<file path="src/hw/cwr_params.svh">
`ifndef CWR_PARAMS_SVH
`define CWR_PARAMS_SVH

// system register offsets (bank 0)
`define CWR_OFS_LOOKUP_HIGH   8'h82
`define CWR_OFS_POINTER_LOW   8'h83
`define CWR_OFS_POINTER_BANK  8'h84
`define CWR_OFS_PROGRAM_FLAGS 8'h86
`define CWR_OFS_PC_LOWER      8'hce
`define CWR_OFS_PC_UPPER      8'hcf
`define CWR_OFS_INDIRECT      8'he7

// immediate-to-ram window (working registers)
`define CWR_IMM_WIN_LO        8'h80
`define CWR_IMM_WIN_HI        8'h87

// program_flags field positions
`define CWR_BIT_CAUSE_HI      7
`define CWR_BIT_CAUSE_LO      6
`define CWR_BIT_SUPPLY_HIGH   5
`define CWR_BIT_SUPPLY_MID    4
`define CWR_BIT_CARRY         2
`define CWR_BIT_HALF_CARRY    1
`define CWR_BIT_ZERO          0

// software-writable bits of program_flags
`define CWR_FLAGS_WR_MASK     8'hc7

// reset values
`define CWR_RST_BYTE          8'h00
`define CWR_RST_PC            11'h000

// program counter steps
`define CWR_PC_STEP           11'h001
`define CWR_PC_SKIP           11'h002

`endif

</file>
<file path="src/hw/cwr_pkg.sv">
package cwr_pkg;

  // decoded operation, driven by the instruction decoder
  typedef enum logic [4:0] {
    CWR_OP_NOP   = 5'h00,
    CWR_OP_MOV   = 5'h01,
    CWR_OP_ADD   = 5'h02,
    CWR_OP_ADC   = 5'h03,
    CWR_OP_SUB   = 5'h04,
    CWR_OP_SBC   = 5'h05,
    CWR_OP_AND   = 5'h06,
    CWR_OP_OR    = 5'h07,
    CWR_OP_XOR   = 5'h08,
    CWR_OP_RLC   = 5'h09,
    CWR_OP_RRC   = 5'h0a,
    CWR_OP_COMPARE_SKIP_INSTR = 5'h0b,
    CWR_OP_INC_ACC_SKIP_INSTR  = 5'h0c,
    CWR_OP_DEC_ACC_SKIP_INSTR  = 5'h0d,
    CWR_OP_BIT_CLEAR_SKIP_INSTR  = 5'h0e,
    CWR_OP_BIT_SET_SKIP_INSTR  = 5'h0f,
    CWR_OP_JUMP  = 5'h10,
    CWR_OP_ROM_LOOKUP_INSTR  = 5'h11,
    CWR_OP_SAVE  = 5'h12,
    CWR_OP_LOAD  = 5'h13
  } cwr_op_type;

endpackage

</file>
<file path="src/hw/cwr_core.sv">
// What this block does
// - accumulator sits outside the data memory map
// - carry, half carry, zero in flag bits 2..0
// - save and restore copy accumulator and flags
// - flag bits 7:6 record last reset cause
// - bit 5 shows supply at/below high level
// - bit 4 shows supply at/below mid level
// - carry follows add, subtract, rotate, compare
// - half carry follows low nibble carry
// - zero flag marks a zero result
// - 11-bit counter, cleared at reset, counts up
// - jump loads full 11-bit target
// - true skip condition advances counter by two
// - bit test and compare decide skips
// - increment skips on wrap to zero
// - decrement skips on wrap to all ones
// - add into pc_lower carries into pc_upper
// - borrow from pc_lower leaves pc_upper alone
// - move into pc_lower jumps within page
// - pointer pair addresses ram bank and location
// - rom lookup splits word into register and accumulator
// - immediate writes only reach working registers
// - direct mode moves bytes with bank 0
`timescale 1ns/1ps
`default_nettype none
`include "cwr_params.svh"

module cwr_core
  import cwr_pkg::*;
#(
  parameter int DATA_W = 8,
  parameter int PC_W   = 11
)
(
  // clock and reset
  input  wire logic                clock_i,
  input  wire logic                rst_i,
  // decoded instruction
  input  wire logic                step_i,
  input  wire cwr_pkg::cwr_op_type op_i,
  input  wire logic                use_imm_i,
  input  wire logic                to_mem_i,
  input  wire logic [7:0]          addr_i,
  input  wire logic [DATA_W-1:0]   imm_i,
  input  wire logic [2:0]          bit_sel_i,
  input  wire logic [PC_W-1:0]     target_i,
  // data ram
  output logic      [15:0]         ram_raddr_o,
  input  wire logic [DATA_W-1:0]   ram_rdata_i,
  output logic                     ram_wr_o,
  output logic      [15:0]         ram_waddr_o,
  output logic      [DATA_W-1:0]   ram_wdata_o,
  // program rom lookup
  output logic      [PC_W-1:0]     rom_addr_o,
  input  wire logic [15:0]         rom_data_i,
  // reset cause and supply detectors
  input  wire logic [1:0]          reset_cause_i,
  input  wire logic                supply_low_high_level_i,
  input  wire logic                supply_low_mid_level_i,
  input  wire logic                detector_high_option_i,
  input  wire logic                detector_mid_option_i,
  // state
  output logic      [DATA_W-1:0]   acc_o,
  output logic      [DATA_W-1:0]   program_flags_o,
  output logic      [PC_W-1:0]     pc_o
);
  import cwr_pkg::*;

  ////////////////////////////////////////////////////////////////////////////
  // state
  logic [DATA_W-1:0] acc;
  logic [DATA_W-1:0] lookup_high_reg;
  logic [DATA_W-1:0] pointer_low_reg;
  logic [DATA_W-1:0] pointer_bank_reg;
  logic [1:0]        reset_cause;
  logic              supply_high_seen;
  logic              supply_mid_seen;
  logic              carry_flag;
  logic              half_carry_flag;
  logic              zero_flag;
  logic [PC_W-1:0]   program_counter;
  logic [DATA_W-1:0] saved_acc;
  logic [DATA_W-1:0] saved_flags;

  wire [DATA_W-1:0] program_flags = {reset_cause, supply_high_seen, supply_mid_seen,
                                     1'b0, carry_flag, half_carry_flag, zero_flag};

  ////////////////////////////////////////////////////////////////////////////
  // adder shared by add, subtract and compare forms: {carry, half carry, sum}
  function automatic logic [DATA_W+1:0] add8(input logic [DATA_W-1:0] x,
                                             input logic [DATA_W-1:0] y,
                                             input logic              cin);
    logic [4:0] lo;
    logic [4:0] hi;
    lo = {1'b0, x[3:0]} + {1'b0, y[3:0]} + {4'h0, cin};
    hi = {1'b0, x[7:4]} + {1'b0, y[7:4]} + {4'h0, lo[4]};
    return {hi[4], lo[4], hi[3:0], lo[3:0]};
  endfunction

  ////////////////////////////////////////////////////////////////////////////
  // operand fetch
  wire is_indirect = addr_i == `CWR_OFS_INDIRECT;
  // pointer pair only forms the address, nothing here updates it
  assign ram_raddr_o = is_indirect ? {pointer_bank_reg, pointer_low_reg}
                                   : {8'h00, addr_i};
  logic [DATA_W-1:0] mem_val;
  always_comb
  begin
    unique case (addr_i)
      `CWR_OFS_LOOKUP_HIGH:   mem_val = lookup_high_reg;
      `CWR_OFS_POINTER_LOW:   mem_val = pointer_low_reg;
      `CWR_OFS_POINTER_BANK:  mem_val = pointer_bank_reg;
      `CWR_OFS_PROGRAM_FLAGS: mem_val = program_flags;
      `CWR_OFS_PC_LOWER:      mem_val = program_counter[7:0];
      `CWR_OFS_PC_UPPER:      mem_val = {5'h00, program_counter[PC_W-1:8]};
      default:                mem_val = ram_rdata_i;
    endcase
  end

  wire [DATA_W-1:0] opnd = use_imm_i ? imm_i : mem_val;
  // destination-first ordering so "sub m,a" is m - a
  wire [DATA_W-1:0] lhs  = to_mem_i ? opnd : acc;
  wire [DATA_W-1:0] rhs  = to_mem_i ? acc : opnd;

  ////////////////////////////////////////////////////////////////////////////
  // alu
  wire               is_sub   = op_i == CWR_OP_SUB || op_i == CWR_OP_SBC || op_i == CWR_OP_COMPARE_SKIP_INSTR;
  wire               add_cin  = (op_i == CWR_OP_ADC) ? carry_flag
                              : (op_i == CWR_OP_SBC) ? carry_flag
                              : is_sub;
  wire [DATA_W+1:0]  sum      = add8(lhs, is_sub ? ~rhs : rhs, add_cin);
  wire [DATA_W+1:0]  cmp      = add8(acc, ~opnd, 1'b1);
  wire [DATA_W-1:0]  inc_val  = opnd + 8'h01;
  wire [DATA_W-1:0]  dec_val  = opnd - 8'h01;

  logic [DATA_W-1:0] result;
  logic              res_carry;
  logic              res_half;
  logic              set_cz;
  logic              set_dc;
  logic              writes;
  logic              skip;
  always_comb
  begin
    result    = opnd;
    res_carry = carry_flag;
    res_half  = half_carry_flag;
    set_cz    = 1'b0;
    set_dc    = 1'b0;
    writes    = 1'b0;
    skip      = 1'b0;
    unique case (op_i)
      CWR_OP_MOV:
      begin
        result = to_mem_i ? (use_imm_i ? imm_i : acc) : opnd;
        writes = 1'b1;
      end
      CWR_OP_ADD, CWR_OP_ADC, CWR_OP_SUB, CWR_OP_SBC:
      begin
        result    = sum[DATA_W-1:0];
        res_carry = sum[DATA_W+1];
        res_half  = sum[DATA_W];
        set_cz    = 1'b1;
        set_dc    = 1'b1;
        writes    = 1'b1;
      end
      CWR_OP_AND, CWR_OP_OR, CWR_OP_XOR:
      begin
        result = (op_i == CWR_OP_AND) ? (acc & opnd)
               : (op_i == CWR_OP_OR)  ? (acc | opnd)
               : (acc ^ opnd);
        set_cz = 1'b1;
        writes = 1'b1;
      end
      CWR_OP_RLC:
      begin
        result    = {opnd[DATA_W-2:0], carry_flag};
        res_carry = opnd[DATA_W-1];
        set_cz    = 1'b1;
        writes    = 1'b1;
      end
      CWR_OP_RRC:
      begin
        result    = {carry_flag, opnd[DATA_W-1:1]};
        res_carry = opnd[0];
        set_cz    = 1'b1;
        writes    = 1'b1;
      end
      CWR_OP_COMPARE_SKIP_INSTR:
      begin
        result    = cmp[DATA_W-1:0];
        res_carry = cmp[DATA_W+1];
        set_cz    = 1'b1;
        skip      = acc == opnd;
      end
      CWR_OP_INC_ACC_SKIP_INSTR:
      begin
        result = inc_val;
        writes = 1'b1;
        skip   = inc_val == 8'h00;
      end
      CWR_OP_DEC_ACC_SKIP_INSTR:
      begin
        result = dec_val;
        writes = 1'b1;
        skip   = dec_val == 8'hff;
      end
      CWR_OP_BIT_CLEAR_SKIP_INSTR: skip = ~opnd[bit_sel_i];
      CWR_OP_BIT_SET_SKIP_INSTR: skip = opnd[bit_sel_i];
      default: result = opnd;
    endcase
  end

  // zero flag is judged on the result before it lands
  wire res_zero = result == 8'h00;
  ////////////////////////////////////////////////////////////////////////////
  // write routing
  wire act       = step_i;
  wire in_imm_win = addr_i >= `CWR_IMM_WIN_LO && addr_i <= `CWR_IMM_WIN_HI;
  // immediate stores outside the working registers are dropped
  wire mem_ok    = ~(op_i == CWR_OP_MOV && use_imm_i) || in_imm_win;
  wire wr_mem    = act && writes && to_mem_i && mem_ok;
  // the accumulator has no address, so memory stores never land in it
  wire wr_acc    = act && writes && ~to_mem_i;
  wire wr_lookup = wr_mem && addr_i == `CWR_OFS_LOOKUP_HIGH;
  wire wr_ptr_lo = wr_mem && addr_i == `CWR_OFS_POINTER_LOW;
  wire wr_ptr_bk = wr_mem && addr_i == `CWR_OFS_POINTER_BANK;
  wire wr_flags  = wr_mem && addr_i == `CWR_OFS_PROGRAM_FLAGS;
  wire wr_pcl    = wr_mem && addr_i == `CWR_OFS_PC_LOWER;
  wire wr_pch    = wr_mem && addr_i == `CWR_OFS_PC_UPPER;
  wire wr_sys    = wr_lookup | wr_ptr_lo | wr_ptr_bk | wr_flags | wr_pcl | wr_pch;
  wire wr_ram    = wr_mem && ~wr_sys;
  wire do_rom_lookup_instr   = act && op_i == CWR_OP_ROM_LOOKUP_INSTR;

  ////////////////////////////////////////////////////////////////////////////
  // program counter
  wire [PC_W-1:0] pc_inc   = program_counter + `CWR_PC_STEP;
  wire [PC_W-1:0] pc_skip  = program_counter + `CWR_PC_SKIP;
  wire            pcl_add  = op_i == CWR_OP_ADD || op_i == CWR_OP_ADC;
  // only an upward carry reaches pc_upper; borrows are discarded
  wire [2:0]      pch_step = {2'b00, pcl_add & sum[DATA_W+1]};
  wire [2:0]      pch_cur  = program_counter[PC_W-1:8];
  logic [PC_W-1:0] next_pc;
  always_comb
  begin
    if (!act)
      next_pc = program_counter;
    else if (op_i == CWR_OP_JUMP)
      next_pc = target_i;
    else if (wr_pcl)
      next_pc = {pch_cur + pch_step, result};
    else if (wr_pch)
      next_pc = {result[2:0], program_counter[7:0]} + `CWR_PC_STEP;
    else if (skip)
      next_pc = pc_skip;
    else
      next_pc = pc_inc;
  end

  assign rom_addr_o = PC_W'({pointer_bank_reg, pointer_low_reg});
  ////////////////////////////////////////////////////////////////////////////
  // registers
  always_ff @(posedge clock_i)
  begin
    if (rst_i)
    begin
      program_counter <= `CWR_RST_PC;
      acc             <= `CWR_RST_BYTE;
      lookup_high_reg <= `CWR_RST_BYTE;
      pointer_low_reg <= `CWR_RST_BYTE;
      pointer_bank_reg <= `CWR_RST_BYTE;
      saved_acc       <= `CWR_RST_BYTE;
      saved_flags     <= `CWR_RST_BYTE;
    end
    else
    begin
      program_counter <= next_pc;
      if (do_rom_lookup_instr)
      begin
        acc             <= rom_data_i[7:0];
        lookup_high_reg <= rom_data_i[15:8];
      end
      else if (act && op_i == CWR_OP_LOAD)
        acc <= saved_acc;
      else if (wr_acc)
        acc <= result;
      if (wr_lookup)
        lookup_high_reg <= result;
      if (wr_ptr_lo)
        pointer_low_reg <= result;
      if (wr_ptr_bk)
        pointer_bank_reg <= result;
      if (act && op_i == CWR_OP_SAVE)
      begin
        saved_acc   <= acc;
        saved_flags <= program_flags;
      end
    end
  end

  // flags: a store to program_flags wins over the alu update of the same step
  always_ff @(posedge clock_i)
  begin
    if (rst_i)
    begin
      reset_cause      <= reset_cause_i;
      supply_high_seen <= 1'b0;
      supply_mid_seen  <= 1'b0;
      carry_flag       <= 1'b0;
      half_carry_flag  <= 1'b0;
      zero_flag        <= 1'b0;
    end
    else
    begin
      // detector level is live; it reads 0 when its option is not fitted
      supply_high_seen <= supply_low_high_level_i & detector_high_option_i;
      supply_mid_seen  <= supply_low_mid_level_i & detector_mid_option_i;
      if (act && op_i == CWR_OP_LOAD)
      begin
        reset_cause     <= saved_flags[`CWR_BIT_CAUSE_HI:`CWR_BIT_CAUSE_LO];
        carry_flag      <= saved_flags[`CWR_BIT_CARRY];
        half_carry_flag <= saved_flags[`CWR_BIT_HALF_CARRY];
        zero_flag       <= saved_flags[`CWR_BIT_ZERO];
      end
      else if (wr_flags)
      begin
        reset_cause     <= result[`CWR_BIT_CAUSE_HI:`CWR_BIT_CAUSE_LO];
        carry_flag      <= result[`CWR_BIT_CARRY];
        half_carry_flag <= result[`CWR_BIT_HALF_CARRY];
        zero_flag       <= result[`CWR_BIT_ZERO];
      end
      else if (act)
      begin
        if (set_cz)
        begin
          carry_flag <= res_carry;
          zero_flag  <= res_zero;
        end
        if (set_dc)
          half_carry_flag <= res_half;
      end
    end
  end

  // ram stores are registered so the write strobe never glitches
  always_ff @(posedge clock_i)
  begin
    if (rst_i)
    begin
      ram_wr_o    <= 1'b0;
      ram_waddr_o <= 16'h0000;
      ram_wdata_o <= `CWR_RST_BYTE;
    end
    else
    begin
      ram_wr_o    <= wr_ram;
      ram_waddr_o <= ram_raddr_o;
      ram_wdata_o <= result;
    end
  end

  assign acc_o           = acc;
  assign program_flags_o = program_flags;
  assign pc_o            = program_counter;

endmodule // cwr_core

`default_nettype wire

</file>
<file path="config.mk">
export PLATFORM = sky130hd
export DESIGN_NAME = cwr_core
export DESIGN_NICKNAME = d
export VERILOG_FILES = /design/src/hw/cwr_pkg.sv /design/src/hw/cwr_core.sv
export VERILOG_INCLUDE_DIRS = /design/src /design/src/hw
export SDC_FILE = /design/constraint.sdc
export NUM_CORES = 1
export LEC_CHECK = 0
export ABC_AREA = 0
export BUFFER_PORTS_ARGS = -buffer_cell sky130_fd_sc_hd__buf_2
export CAP_MARGIN = 10
export CORE_MARGIN = 1
export CORE_UTILIZATION = 24
export CTS_BUF_LIST = sky130_fd_sc_hd__clkbuf_4
export DETAILED_ROUTE_END_ITERATION = 6
export PLACE_DENSITY = 0.38
export SETUP_SLACK_MARGIN = 0.1
export SYNTH_ARGS = -nofsm -noshare
export SYNTH_HDL_FRONTEND = slang
export SYNTH_SLANG_ARGS = --single-unit
</file>
<file path="constraint.sdc">
create_clock -name clock_i -period 10.8 [get_ports clock_i]
set_input_delay 1.08 -clock clock_i [delete_from_list [all_inputs] [get_ports clock_i]]
set_output_delay 1.08 -clock clock_i [all_outputs]
set_load 0.03 [all_outputs]
</file>
==> results of run 1 <==
[layer usage]
metal	global-route usage [%]	routed length, um	share of wire [%]
met2	34.4	15700	47
met5	0	0	0
met4	7.01	975	2.9
met1	27.4	15900	47
met3	2.26	1230	3.6
[area by class of cell]
class	count	area [um2]	share of cell area (%)
Antenna cell	1	2.50	0.0284
Timing Repair Buffer	165	871	9.88
Tap cell	396	495	5.62
Clock buffer	9	67.6	0.766
Inverter	40	150	1.70
Multi-Input combinational cell	802	5370	60.9
Clock inverter	7	75.1	0.851
Sequential cell	88	1780	20.2
[critical path, cell delays in order]
cell and delay [ns]:
buf_2 0.33, or4b_4 0.54, nor4_4 0.44, a22oi_1 0.29, a21boi_2 0.57, inv_1 0.35
nor2_1 0.16, a21oi_1 0.07, xnor2_1 0.22, inv_1 0.08, fa_1 0.43, inv_1 0.07
a21o_1 0.11, a21oi_1 0.11, fa_1 0.38, inv_1 0.10, fa_1 0.22, xnor2_1 0.13
o22ai_1 0.08, a2111oi_0 0.45, o211ai_1 0.16, a21oi_1 0.18, a21oi_1 0.09, a2bb2oi_1 0.15
buf_4 0.20, nor4b_1 0.32, nand3b_1 0.11, a221oi_1 0.27
[logic make-up after synthesis]
group	Yosys count	share of synthesized area [%]
flip-flops	88	23.3
AND/OR/NAND/NOR	404	27.9
buffers and inverters	121	6.58
other	1	0.0491
XOR/XNOR	29	3.32
multiplexers	34	4.57
adder cells (fa/ha/maj)	44	7.89
AO/OA/AOI/OAI	290	26.4
[through the flow]
| stage | total power, uW | hold slack (ns) | instance area [um2] | worst slack (ns) | std cells |
|---|---|---|---|---|---|
| after CTS | 856 | 0.502 | 8810 | 3.58 | 1507 |
| after global placement | 651 | 0.471 | 8670 | 3.19 | 1491 |
| after detailed placement | 648 | 0.477 | 8670 | 3.09 | 1491 |
| final | 849 | 0.502 | 8820 | 3.47 | 1508 |
| after global routing | 895 | 0.540 | 8820 | 3.00 | 1508 |
| after floorplan | 542 | 0.444 | 7640 | 4.28 | 1011 |
[path summary, 6_finish.rpt]
check | slack [ns] | endpoint
setup / recovery | 3.47 | zero_flag
hold / removal | 0.50 | acc_o[7]
setup reg to reg | 4.61 | zero_flag
hold reg to reg | 0.50 | acc_o[7]
[power breakdown]
group,internal [uW],leakage (uW),total [uW],switching (uW)
logic,95.2,0.00280,291,195
clock network,54.9,0.0000748,206,151
registers,337,0.000720,353,15.7
[cell usage in the layout, fill, tap and decap left out, drive strengths merged, types with 5 or more instances in the layout]
cell type	n
a21o	10
nor3	22
nor4b	7
or3b	6
and2	32
nor2	121
and3	17
mux2i	30
nor3b	5
clkbuf	9
a311oi	6
buf	165
nand2	84
nor4	19
a211oi	21
dfxtp	86
o22ai	9
o21a	9
ha	37
nand4	9
and4	5
a21oi	77
a22oi	6
xnor2	21
inv	42
fa	7
a2111oi	10
o221ai	6
nor2b	7
o21ai	60
xor2	8
o211ai	12
a221oi	11
nand2b	12
nand3	25
or3	8
a31oi	12
==> metrics.cfg, run 1 <==
[outcome]
status=completed

[yosys]
netlist_top_cells_area=dfxtp_1, ha_1, nor2_1, a21oi_1, nand2_1
netlist.top_cell.by_area=dfxtp_1
synthCells=1011
yosysWarningCount=0
synth_cell_types=90
synth_ff_type=dfxtp_1
synth-seq-cells=88
synth_common_cells=nor2_1, dfxtp_1, nand2_1, a21oi_1, clkbuf_1
synth.top_cell.area_share_pct=22.5
seq_area_frac_synth_pct=23.3
synth_fp_nets=1125
synth_area_mm2=0.00764
ys_async_sr_fraction_pct=0
synth-edff-count=2
avgSynthCellArea_um2=7.56
synth_most_common_cell=nor2_1

[cts]
cts_root_buf=clkbuf_4
cts_tree=built
worstSkewPairLatency_ns=0.51
cts_made_buffers=9
cts_buffer_depth=2
cts.sinks=88
postCtsSetupBuffers=0
path_clk_slew_ns=0.16
ctsHoldBuffers=0
cts_max_level=3
ctsResizeCount=0

[worst_setup_path]
worstPathRequired_ns=11.17
startpoint_type=primary input
critPathArrivalTime_ns=7.70
worstSetupPathType=in2reg
cp-end-kind=flop
path_max_fanout=21
critical_path.startpoint=addr_i[2]
r2r_start=pc_o[1]
r2r.worst_path.cells=27

[routing]
drt_iter0_markers=681
wl_um=33800
avgRoutedWirePerCell_um=22.4
drc=0
antenna_left=0
vias=8122
avgViaCountPerCell=5.39
dr.pass1.iters=5

[layout]
area_growth_pct=15.4
drive_above_1_share_pct=21.0
top_register=ram_waddr_o
nNetsFinal=1220
largest_reg_flops=16
finish.utilization_pct=28.5
fillerInstances=3460

[sta]
tightest_slew_ns=1.34
final-max-slew-violation-count=0
fmax_mhz=136
fin_tns_setup_ns=0
setup_viol=0
finalCriticalPeriod_ns=7.33
rsz0062_at_grt=false
finalCritPeriodShare_pct=67.9
fin_skew_ns=0.0574
hold_violations=0
relSlewSlack_pct=9.86

[global_route]
grt_use_total_pct=20.6
grt_pass1_vias=7888
grt_pass1_wl_um=50900
grt_max_degree=64
grt_overflow=0
antenna_found_initial=1

[die]
rows=64
start_util_pct=24.7
die_width_um=180
die_h_um=180
io_pins=149
core_mm2=0.0310
dieArea_mm2=0.0325

[pwr]
leakage_uw=0.00360
ir_drop_uv=40.1
power_density_mw_per_mm2=96.3

[place]
dpl.hpwl_um=25300
portBuffers=147
gp_congestion=0.870

[hold_path]
holdPathStages=2
min_from=saved_acc[7]
hold_class=reg2reg

[flow_run]
cap_violations=0

Note: power is estimated with default switching activity, not from simulation.
==> run 2, diff against run 1 <==
--- a/config.mk
+++ b/config.mk
@@ -13,7 +13,7 @@
 export CORE_UTILIZATION = 24
 export CTS_BUF_LIST = sky130_fd_sc_hd__clkbuf_4
 export DETAILED_ROUTE_END_ITERATION = 6
-export PLACE_DENSITY = 0.38
+export PLACE_DENSITY = 0.4
 export SETUP_SLACK_MARGIN = 0.1
 export SYNTH_ARGS = -nofsm -noshare
 export SYNTH_HDL_FRONTEND = slang
==> constraint.sdc (replaced) <==
create_clock -name clock_i -period 6.4 [get_ports clock_i]
set_input_delay 0.64 -clock clock_i [delete_from_list [all_inputs] [get_ports clock_i]]
set_output_delay 0.64 -clock clock_i [all_outputs]
set_load 0.03 [all_outputs]
==> run 2 against run 1 <==
The flow now finishes with violations (DRC). Global-route usage increased by 0.38 points. Utilization grew 0.93 points. Clock skew decreased by 0.022 ns. Critical path depth fell by 3. Flip-flop and latch count did not move.
==> metrics.cfg, run 2 (synthesis results as in run 1) <==
[outcome]
status=finished, violations left
violations=DRC

[pwr]
power_density_mw_per_mm2=160
leakage_uw=0.00380
p_total_uw=1460
ir_drop_uv=70.2

[sta]
final-max-slew-violation-count=0
setup_viol=0
setup_ws_ns=0.569
relSlewSlack_pct=30.2
fin_tns_setup_ns=0
fmax_mhz=171
rsz0062_at_grt=false
finalCritPeriodShare_pct=91.1
finalCriticalPeriod_ns=5.83
tightest_slew_ns=1.04
fin_skew_ns=0.0352
hold_violations=0

[cts]
ctsHoldBuffers=0
ctsResizeCount=0
cts_max_level=3
cts_root_buf=clkbuf_4
cts.sinks=88
cts_made_buffers=9
path_clk_slew_ns=0.17
cts_tree=built
cts_buffer_depth=2
worstSkewPairLatency_ns=0.50
postCtsSetupBuffers=0

[worst_setup_path]
max_stage_delay_ns=0.55
worstPathRequired_ns=6.79
critical_path.startpoint=addr_i[5]
critPathArrivalTime_ns=6.22
cp-endpoint=zero_flag
r2r_start=pc_o[0]
crit_path_frequent_cell=fa_1
reg2reg_slack_ns=0.65
r2r.worst_path.cells=24
startpoint_type=primary input
path_max_fanout=8
reg2reg_to=zero_flag
worstSetupPathType=in2reg
critPathSlowestCell=or3b_1
cp-end-kind=flop

[global_route]
grt_overflow=0
grt_use_total_pct=20.9
antenna_found_initial=1
grt_pass1_wl_um=51500
grt_max_degree=65
grt_pass1_vias=7874

[routing]
antenna_left=0
vias=8195
avgViaCountPerCell=5.30
drt_iter0_markers=790
wl_um=34600
avgRoutedWirePerCell_um=22.4
drc=1
dr.pass1.iters=7

[layout]
final_cell_mix=buf_2, nor2_1, dfxtp_1
drive_above_1_share_pct=23.6
nNetsFinal=1259
layout_commonest_cell=buf_2
largest_reg_flops=16
multi_input_area_mm2=0.00538
fillerInstances=3444
area_growth_pct=19.2
register_area_mm2=0.00178
top_register=ram_waddr_o
finish.utilization_pct=29.4
stdcell_count=1547

[flow_run]
cap_violations=0

[place]
gp_congestion=0.927
portBuffers=147
pre_cts_ws_ns=0.110
dpl.hpwl_um=26400
dp.cells=1530

[die]
rows=64
io_pins=149
die_width_um=180
core_mm2=0.0310
dieArea_mm2=0.0325
start_util_pct=24.7
die_h_um=180

[hold_path]
hold_class=in2reg

-- run 2: changes by cell type in the layout (fill, tap and decap cells not counted) --
cell and change:
buf_4 +39, inv_6 +2, clkinv_8 -1, clkinvlp_4 -1, nor4_1 +1, nor4_2 -1, nor4bb_2 -1, nor4bb_4 +1
-- run 2: worst min path at each step --
stage	start	to	depth (start not counted)
3_5_place_dp	saved_acc[1]	saved_acc[1]	2
3_3_place_gp	saved_acc[6]	saved_acc[6]	2
2_1_floorplan	pointer_bank_reg[3]	pointer_bank_reg[3]	2
4_1_cts	rom_data_i[2]	acc_o[2]	3
6_report	rom_data_i[2]	acc_o[2]	3
5_1_grt	rom_data_i[2]	acc_o[2]	3
-- run 2: where the power goes --
group | switching [uW] | leakage (uW) | internal (uW)
Sequential | 26.1 | 0.000720 | 568
Clock | 248 | 0.0000769 | 92.4
Combinational | 341 | 0.00300 | 182
-- run 2: layout make-up --
cell class / instances / share of cell area [%]
repair buffers: 204 / 12.8
clock buffers: 9 / 0.742
inverters: 40 / 1.65
multi-input cells: 802 / 59.0
flip-flops and latches: 88 / 19.6
diodes: 1 / 0.0275
well taps: 396 / 5.44
clock inverters: 7 / 0.756
-- run 2: critical path, delay by kind of cell --
| family | cells | cell delay [ns] |
|---|---|---|
| AO/OA/AOI/OAI | 11 | 2.18 |
| adder cells (fa/ha/maj) | 4 | 1.47 |
| AND/OR/NAND/NOR | 5 | 1.34 |
| XOR/XNOR | 2 | 0.25 |
| buffers and inverters | 3 | 0.32 |
-- run 2: per-stage QoR --
| step | hold WS, ns | instance area (um2) |
|---|---|---|
| 6_report | 0.361 | 9110 |
| 5_1_grt | 0.339 | 9110 |
| 4_1_cts | 0.335 | 9100 |
| 3_5_place_dp | 0.479 | 8970 |
| 3_3_place_gp | 0.471 | 8970 |
| 2_1_floorplan | 0.444 | 7640 |
-- run 2: metal layers --
metal  part of all wire, %  vias up  track usage (%)  routed length [um]
met5                     0        -                0                   0
met4                   2.9        0             7.08                1000
met3                   5.4       49             3.27                1850
met2                    46      284             34.2               15900
met1                    46     3912             27.9               15800
li1                      -     3950                -                   -
